$ cat src/hdl/usbep_pkg.sv
`default_nettype none
package usbep_pkg;
	// ===================================================
	// register map and fields
	localparam logic [3:0] CSR_OFS     = 4'h0;
	localparam logic [3:0] COUNT_OFS   = 4'h4;
	localparam logic [3:0] FIFO_OFS    = 4'h8;
	localparam int B_RXRDY   = 0;
	localparam int B_TXRDY   = 1;
	localparam int B_STSENT  = 2;
	localparam int B_DDONE   = 3;
	localparam int B_PREM    = 4;
	localparam int B_STREQ   = 5;
	localparam int B_RXACK   = 6;
	localparam int B_PREMACK = 7;
	localparam int B_STATE   = 8;
	localparam logic [31:0] CSR_RST = 32'h0000_0000;
	// ===================================================
	// link encodings
	localparam logic [1:0] PID_SETUP = 2'h0;
	localparam logic [1:0] PID_OUT   = 2'h1;
	localparam logic [1:0] PID_IN    = 2'h2;
	localparam logic [1:0] HS_ACK    = 2'h0;
	localparam logic [1:0] HS_NAK    = 2'h1;
	localparam logic [1:0] HS_STALL  = 2'h2;
	localparam logic [1:0] HS_DATA   = 2'h3;
	localparam logic [6:0] SETUP_LEN = 7'h08;
	localparam int         MAX_PKT   = 64;
	typedef enum logic [1:0] {
		EP_IDLE = 2'b00,
		EP_TX   = 2'b01,
		EP_RX   = 2'b10
	} usbep_state_t;
	typedef struct packed {
		logic       start;
		logic       finish;
		logic [1:0] pid;
		logic [6:0] len;
	} usbep_tok_t;
	typedef struct packed {
		logic       valid;
		logic [1:0] code;
		logic [6:0] len;
	} usbep_hs_t;
endpackage
`default_nettype wire

$ cat src/hdl/usbep_ep0_ctrl.sv
// Local design decisions: the register addresses and the APB slave port.
`timescale 1ns/10ps
`default_nettype none
module usbep_ep0_ctrl
#(
	parameter int MPS = usbep_pkg::MAX_PKT
)
(
	input  wire logic               clk_sys,
	input  wire logic               nrst,
	input  wire logic               psel,
	input  wire logic               penable,
	input  wire logic               pwrite,
	input  wire logic [3:0]         paddr,
	input  wire logic [31:0]        pwdata,
	output logic [31:0]             prdata,
	output logic                    pready,
	output logic                    pslverr,
	input  wire usbep_pkg::usbep_tok_t tok,
	input  wire logic               rxWr,
	input  wire logic [7:0]         rxData,
	input  wire logic               txRd,
	input  wire logic               inAck,
	output usbep_pkg::usbep_hs_t    hs,
	output logic [7:0]              txData,
	output logic                    fifoDirIn,
	output logic                    ep0Int
);
	import usbep_pkg::*;

	// ===================================================
	// state
	logic [7:0]   mem [MPS];
	logic [5:0]   wrPtr_reg, rdPtr_reg;
	logic [6:0]   cnt_reg, count_reg;
	usbep_state_t state_reg, state_next;
	logic         rxRdy_reg, txRdy_reg, stSent_reg, dDone_reg;
	logic         prem_reg, stReq_reg, stsPend_reg;

	// ===================================================
	// apb decode
	wire apbSetup = psel & ~penable;
	wire apbDone  = psel & penable & pready;
	wire apbWr    = apbDone & pwrite;
	wire apbRd    = apbDone & ~pwrite;
	wire hitCsr   = paddr == CSR_OFS;
	wire hitCnt   = paddr == COUNT_OFS;
	wire hitFifo  = paddr == FIFO_OFS;
	wire mapped   = hitCsr | hitCnt | hitFifo;
	wire csrWr    = apbWr & hitCsr;
	wire swAck    = csrWr & pwdata[B_RXACK];
	wire swPrAck  = csrWr & pwdata[B_PREMACK];
	wire swFifoWr = apbWr & hitFifo & fifoDirIn;
	wire swFifoRd = apbRd & hitFifo & ~fifoDirIn;
	wire [31:0] csrView = {22'h00_0000, state_reg, 1'b0, 1'b0, stReq_reg,
		prem_reg, dDone_reg, stSent_reg, txRdy_reg, rxRdy_reg};
	wire [31:0] rdMux = hitCsr ? csrView
		: hitCnt ? {25'h000_0000, count_reg}
		: hitFifo ? {24'h00_0000, mem[rdPtr_reg]} : 32'h0000_0000;

	// ===================================================
	// link event decode
	wire setupBeg = tok.start & tok.pid == PID_SETUP;
	wire premature_end_flag = tok.finish & tok.pid == PID_SETUP;
	wire setupOk  = premature_end_flag & tok.len == SETUP_LEN;
	wire inBeg    = tok.start & tok.pid == PID_IN;
	wire outEnd   = tok.finish & tok.pid == PID_OUT;
	wire outZero  = tok.len == 7'h00;
	wire outBig   = tok.len > 7'(MPS);
	wire stallSw  = (inBeg | outEnd) & stReq_reg;
	wire inTx     = inBeg & ~stReq_reg & state_reg == EP_TX;
	wire inStatus = inBeg & ~stReq_reg & state_reg != EP_TX & dDone_reg;
	wire inPrem   = inBeg & ~stReq_reg & state_reg == EP_RX & ~dDone_reg;
	wire inStall  = inTx & ~txRdy_reg & dDone_reg;
	wire outRx    = outEnd & ~stReq_reg & state_reg == EP_RX;
	wire outStall = outRx & (dDone_reg | outBig);
	wire outData  = outRx & ~dDone_reg & ~outBig & ~rxRdy_reg;
	wire outTx    = outEnd & ~stReq_reg & state_reg == EP_TX;
	wire outStat  = outTx & dDone_reg & ~txRdy_reg;
	wire outPrem  = outTx & ~outStat & ~dDone_reg & outZero;
	wire outOther = outEnd & ~stReq_reg
		& (state_reg == EP_IDLE | (outTx & ~outStat & ~outPrem));
	wire stallEvt = stallSw | inStall | outStall | (outStat & ~outZero)
		| outOther;
	wire setupPrem = setupBeg & state_reg != EP_IDLE;
	wire premEvt  = inPrem | outPrem | setupPrem;
	wire txSent   = inAck & txRdy_reg & state_reg == EP_TX;
	wire doneEvt  = (inAck & stsPend_reg) | (outStat & outZero & ~outOther);
	wire rxEvt    = setupOk | outData;
	wire wLenZero = mem[6] == 8'h00 & mem[7] == 8'h00;
	wire dirIn    = mem[0][7];
	wire flush    = setupBeg | (premature_end_flag & ~setupOk) | swAck | outPrem;
	wire anyEvt   = rxEvt | txSent | stallEvt | premEvt | doneEvt;

	// ===================================================
	// endpoint state
	always_comb
	begin
		state_next = state_reg;
		if (swAck & rxRdy_reg & state_reg == EP_IDLE)
			state_next = wLenZero ? EP_IDLE : dirIn ? EP_TX : EP_RX;
		if (doneEvt | stallEvt | premEvt | setupBeg)
			state_next = EP_IDLE;
	end
	always_ff @(posedge clk_sys or negedge nrst)
	begin
		if (!nrst)
			state_reg <= EP_IDLE;
		else
			state_reg <= state_next;
	end
	always_ff @(posedge clk_sys or negedge nrst)
	begin
		if (!nrst)
			fifoDirIn <= 1'b0;
		else if (setupBeg | state_next == EP_IDLE)
			fifoDirIn <= 1'b0;
		else if (state_next == EP_TX)
			fifoDirIn <= 1'b1;
	end

	// ===================================================
	// control/status flags, set wins over clear except for tx ready, data done and stall request
	always_ff @(posedge clk_sys or negedge nrst)
	begin
		if (!nrst)
		begin
			{stReq_reg, prem_reg, dDone_reg} <= CSR_RST[5:3];
			{stSent_reg, txRdy_reg, rxRdy_reg} <= CSR_RST[2:0];
		end
		else
		begin
			if (swAck)
				rxRdy_reg <= 1'b0;
			if (rxEvt)
				rxRdy_reg <= 1'b1;
			if (csrWr & pwdata[B_TXRDY] & fifoDirIn)
				txRdy_reg <= 1'b1;
			if (txSent | setupBeg | outPrem)
				txRdy_reg <= 1'b0;
			if (csrWr & pwdata[B_STSENT])
				stSent_reg <= 1'b0;
			if (stallEvt)
				stSent_reg <= 1'b1;
			if (csrWr & pwdata[B_DDONE])
				dDone_reg <= 1'b1;
			if (doneEvt | stallEvt | setupBeg | premEvt)
				dDone_reg <= 1'b0;
			if (swPrAck)
				prem_reg <= 1'b0;
			if (premEvt)
				prem_reg <= 1'b1;
			if (csrWr & pwdata[B_STREQ])
				stReq_reg <= 1'b1;
			if (stallSw | setupBeg)
				stReq_reg <= 1'b0;
		end
	end

	always_ff @(posedge clk_sys or negedge nrst)
	begin
		if (!nrst)
			stsPend_reg <= 1'b0;
		else if (inStatus | inAck | setupBeg)
			stsPend_reg <= inStatus;
	end
	always_ff @(posedge clk_sys or negedge nrst)
	begin
		if (!nrst)
			count_reg <= 7'h00;
		else if (rxEvt)
			count_reg <= tok.len;
	end

	// ===================================================
	// handshake and interrupt
	always_ff @(posedge clk_sys or negedge nrst)
	begin
		if (!nrst)
		begin
			hs     <= '0;
			ep0Int <= 1'b0;
		end
		else
		begin
			ep0Int   <= anyEvt;
			hs.valid <= stallEvt | setupOk | outData | outStat | inBeg
				| (outRx & rxRdy_reg) | outPrem;
			hs.len   <= 7'h00;
			if (stallEvt)
				hs.code <= HS_STALL;
			else if (inTx & txRdy_reg)
			begin
				hs.code <= HS_DATA;
				hs.len  <= cnt_reg;
			end
			else if (inStatus)
				hs.code <= HS_DATA;
			else if (inBeg | (outRx & rxRdy_reg))
				hs.code <= HS_NAK;
			else
				hs.code <= HS_ACK;
		end
	end

	// ===================================================
	// endpoint 0 fifo, cpu port is the only software path
	wire linkWr = rxWr & ~fifoDirIn & cnt_reg < 7'(MPS);
	wire linkRd = txRd & fifoDirIn & cnt_reg != 7'h00;
	wire fWr    = linkWr | (swFifoWr & cnt_reg < 7'(MPS));
	wire fRd    = linkRd | (swFifoRd & cnt_reg != 7'h00);
	wire [7:0] fDin = fifoDirIn ? pwdata[7:0] : rxData;

	always_ff @(posedge clk_sys)
	begin
		if (fWr)
			mem[wrPtr_reg] <= fDin;
	end
	always_ff @(posedge clk_sys or negedge nrst)
	begin
		if (!nrst)
		begin
			wrPtr_reg <= 6'h00;
			rdPtr_reg <= 6'h00;
			cnt_reg   <= 7'h00;
		end
		else if (flush)
		begin
			wrPtr_reg <= 6'h00;
			rdPtr_reg <= 6'h00;
			cnt_reg   <= 7'h00;
		end
		else
		begin
			wrPtr_reg <= wrPtr_reg + 6'(fWr);
			rdPtr_reg <= rdPtr_reg + 6'(fRd);
			cnt_reg   <= cnt_reg + 7'(fWr) - 7'(fRd);
		end
	end

	always_ff @(posedge clk_sys or negedge nrst)
	begin
		if (!nrst)
			txData <= 8'h00;
		else if (linkRd)
			txData <= mem[rdPtr_reg];
	end

	// ===================================================
	// apb slave, no wait states
	always_ff @(posedge clk_sys or negedge nrst)
	begin
		if (!nrst)
		begin
			pready   <= 1'b0;
			pslverr  <= 1'b0;
			prdata   <= 32'h0000_0000;
		end
		else
		begin
			pready   <= apbSetup;
			pslverr  <= apbSetup & ~mapped;
			if (apbSetup)
				prdata <= pwrite ? 32'h0000_0000 : rdMux;
		end
	end
endmodule
`default_nettype wire

$ cat config.mk
export PLATFORM = sky130hd
export DESIGN_NAME = usbep_ep0_ctrl
export DESIGN_NICKNAME = d
export VERILOG_FILES = /design/src/hdl/usbep_pkg.sv /design/src/hdl/usbep_ep0_ctrl.sv
export SDC_FILE = /design/constraint.sdc
export NUM_CORES = 1
export LEC_CHECK = 0
export BUFFER_PORTS_ARGS = -buffer_cell sky130_fd_sc_hd__clkbuf_2
export CELL_PAD_IN_SITES_DETAIL_PLACEMENT = 1
export CELL_PAD_IN_SITES_GLOBAL_PLACEMENT = 2
export CORE_ASPECT_RATIO = 1.25
export CORE_UTILIZATION = 35
export CTS_BUF_LIST = sky130_fd_sc_hd__clkbuf_4
export DETAILED_ROUTE_END_ITERATION = 8
export GPL_TIMING_DRIVEN = 0
export PLACE_DENSITY_LB_ADDON = 0.25
export REMOVE_ABC_BUFFERS = 1
export SYNTH_ARGS = -nofsm -noshare
export SYNTH_HDL_FRONTEND = slang
export SYNTH_SLANG_ARGS = --single-unit
$ cat constraint.sdc
create_clock -name clk_sys -period 3.2 [get_ports clk_sys]
set_input_delay 0.32 -clock clk_sys [delete_from_list [all_inputs] [get_ports clk_sys]]
set_output_delay 0.32 -clock clk_sys [all_outputs]
set_load 0.01 [all_outputs]
==> results.txt <==
The starting utilization of the core area is 35.31%, and the initial DRC count is 623. The area fraction of the dominant cell type after synthesis was 65.15%; the maximum fanout along the worst path was 11. The final max-slew violation count is 0, and the gate count of the mapped netlist is 1336. Setup repair after global routing could not meet its margin everywhere.

The finished layout holds 2514 standard cells, fillers aside. The share of layout cells above drive strength 1 was 30.75%. Max-cap violations in this run came to 0. The floorplan step defined a die boundary enclosing 0.06848 mm².

The total placed cells including tap cells was 2208. The run gives -982.8 ps as the minimum setup slack after placement. The total vias in the final route is 12.76k, and the initial antenna violation count is 1. Dividing total power by cell area gives a power density of 579.3 mW/mm².

The worst path setup slack after routing is 111.5 ps. The remaining global-route overflow is 0, and the number of nets in the layout is 1617. The sequential fraction of design power is 53.5%, and the share of synthesized area occupied by flip-flops and latches is 72.25%.

In the synthesized netlist the dominant register cell turns out to be edfxtp_1. The internal power contribution came out at 12080 µW. The worst setup path is of the in2reg kind.

Using the TritonRoute via totals, the vias-per-cell ratio works out to 5.075. The flow ran to the end, and the final reports show no timing, DRC or antenna violations. For the number of global-route vias before repair, the log shows 13.93k. After detailed routing, the number of remaining DRC violations is 0. The highest achievable clock rate is 323.8 MHz. Each instance of the synthesized netlist takes up on average 17.66 µm². Net switching is 23.79% of the power. In this run the remaining antenna-violating nets after routing total 0. After routing the design area is 0.02736 mm². Summed over all nets, the switching power comes to 3771 µW.

The logs give 10.24% for the normalized max-slew margin and 3 for the number of buffers between clock root and the deepest sink. The final critical path takes up 96.52% of the cycle. The power after layout is 15850 µW, and the depth of the worst register-to-register path is 6. Detailed placement finished with a half-perimeter wire length of 35.92 mm.

The floorplan core area is 0.06684 mm². The transition time at the pin with the least slew margin came out at 1346 ps. Dividing the detail-routed wire length by the instance count gives 23.93 µm. The largest vdd supply drop came out at 230.9 µV. In this run the number of H-tree levels came out at 4.

The layout has 6633 filler cells. The type of the worst min-delay path was in2reg. The site row count is 106, and the clock latency on the worst-skew pair is 890 ps.

The clock network accounts for 39.3% of the total power. Measured along the x axis, the die boundary spans 234.3 µm. The count of TritonRoute iterations in the first routing pass was 5.

The first global-routing pass estimated 87.26 mm of wire. Between clock sinks in the finished design, the worst skew comes to 61.94 ps. STA classifies the critical path startpoint as an input pin.

The required time reported for the critical path endpoint came out at 3660 ps. The leading area contributor after synthesis was edfxtp_1. The logs give 17.79% for the total global-route track usage and 0.02486 mm² for the placed instance area. The final hold slack is 124.2 ps.

The Yosys step of the flow raised 0 warnings. The type of element capturing the critical path was a register. Input and output buffers added on the ports amount to 70. The cell sitting at the root of the clock tree is a clkbuf_4. The proportion of synthesized flip-flops having asynchronous set or reset came out at 11.57%. The run gives 146 as the number of clock buffers inserted by TritonCTS. In this run, synthesis produced a sequential element count of 579.

The die height was 292.3 µm. Counting flops per register, the top entry is mem. The tools report the number of hold violations in the final report as 0. The run gives 110 ps as the minimum setup slack among reg-to-reg paths.

The largest registers in the layout are mem: 512 flops, hs: 10 flops, prdata: 10 flops. STA puts the critical path data arrival time at 3550 ps. For the routability congestion estimate, the log shows 0.7489.

The part of the power in combinational logic is 7.2%. The minimum period implied by the final worst setup slack was 3089 ps; the final number of setup-violating endpoints was 0. In this run the critical register-to-register path is launched from fifoDirIn. TritonCTS built the clock tree.

In this run, distinct cell masters in the synthesized netlist total 61. Counting every sink on the clock net gives 579. From synthesis to final layout, the design area changed by 15.94%. After synthesis, the cell types taking the most area are edfxtp_1 (65%), mux4_2 (9.2%), dfrtp_1 (7.1%). The synthesized design contains 512 enable-type register cells. After clock tree synthesis, the clock-pin slew on the worst setup and hold paths is 70 ps.

For the leakage dissipation, the log shows 0.008891 µW. The tools report the launch point of the critical path as paddr[2]. The cell area that synthesis handed to floorplanning was 0.02360 mm². Summed over all layers, the routed wires come to 60.17 mm. The flip-flop count of the largest register after layout is 512. The end of the worst register-to-register path was mem[49][0]. The boundary pin count is 117.

In this run the worst setup path terminates at mem[49][0]. Entering global routing, the biggest net connects 65 pins.
-- per-layer routing --
layer,vias up,track usage (%),share of wire [%]
met5,-,0,0
met4,0,8.568,3.5
met3,126,2.921,3.9
met2,328,31.71,53
met1,6560,20.53,39
li1,5744,-,-
-- worst min-delay path by stage --
stage,slack (ps),depth (start not counted),from,end
floorplan,20,0,nrst,cnt_reg[0]
global placement,470,2,txData[1],txData[1]
detailed placement,210,1,nrst,hs[7]
CTS,20,5,paddr[3],stSent_reg
global route,110,5,paddr[3],stSent_reg
finish,120,5,paddr[3],stSent_reg
-- final cells by class --
class,instances,area [µm²],area share [%]
Sequential cell,579,17070,62.38
Multi-Input combinational cell,668,6261,22.88
Clock buffer,212,1592,5.817
Tap cell,864,1081,3.951
Timing Repair Buffer,125,1023,3.741
Clock inverter,45,259.0,0.9466
Inverter,20,75.07,0.2744
Antenna cell,1,2.502,0.009146
-- what timing repair did --
action                                  CTS  global route
gates cloned                              0             0
pin swaps                                 0             1
hold endpoints to repair                101             0
hold buffers                             38             0
buffers inserted                          3             6
gates resized for setup                  42             7
endpoints found under the setup margin  525           238
-- worst max-delay path, cell delays in order --
cell           delay [ps]
dlygate4sd3_1         540
buf_2                 230
nor4b_4               300
nand4_1               190
a21oi_4               190
buf_4                 140
and2_1                210
nand2_1               550
nor2_1                870
-- cells in the final DEF (no fill, tap or decap), types with 33 or more instances in the layout --
cell / netlist / routed
clkbuf_2: 1 / 68
mux2i_1: 87 / 87
mux2_2: 46 / 42
clkbuf_4: 0 / 213
dfrtp_1: 67 / 62
clkinv_1: 0 / 33
mux4_2: 96 / 96
dlygate4sd3_1: 0 / 38
nand2_1: 53 / 52
nor2_1: 106 / 76
edfxtp_1: 512 / 512
-- kinds of logic (layout without fill, tap and decap cells) --
logic type | after synthesis | count (layout) | synth area share, %
muxes | 229 | 229 | 15.05
AOI/OAI and AO/OA | 128 | 128 | 3.722
DFF | 579 | 579 | 72.25
xor gates and xnor gates | 13 | 13 | 0.4825
other | 1 | 23 | 0.01589
buffers and inverters | 110 | 402 | 2.237
and+or+nand+nor | 262 | 262 | 5.471
adders and majority gates | 14 | 14 | 0.7741
-- synthesized netlist by cell type (11+ instances only) --
library cell    n
edfxtp_1      512
nor2_1        106
mux4_2         96
mux2i_1        87
dfrtp_1        67
nand2_1        53
mux2_2         46
clkbuf_1       33
o211ai_1       30
o22ai_1        26
buf_4          23
buf_2          22
inv_1          20
o21ai_0        20
or3_1          20
a21oi_1        13
ha_1           13
nor3_1         12
buf_1          11
-- power by group through the flow --
stage | Combinational, µW | Clock (µW) | Sequential (µW)
finish | 1140 | 6230 | 8480
CTS | 1150 | 6470 | 8490
floorplan | 680 | 0 | 8620
global placement | 1060 | 0 | 8650
global route | 1280 | 6770 | 8490
detailed placement | 1090 | 0 | 8640
-- metrics by stage --
| step | TNS, ps | util, % |
|---|---|---|
| 2_1_floorplan | -85890 | - |
| 3_3_place_gp | -457340 | 36.89 |
| 3_5_place_dp | -310750 | 37.19 |
| 4_1_cts | 0 | 40.76 |
| 5_1_grt | -294.1 | 40.93 |
| 6_report | 0 | 40.93 |
Power figures use the tool's default switching activity.
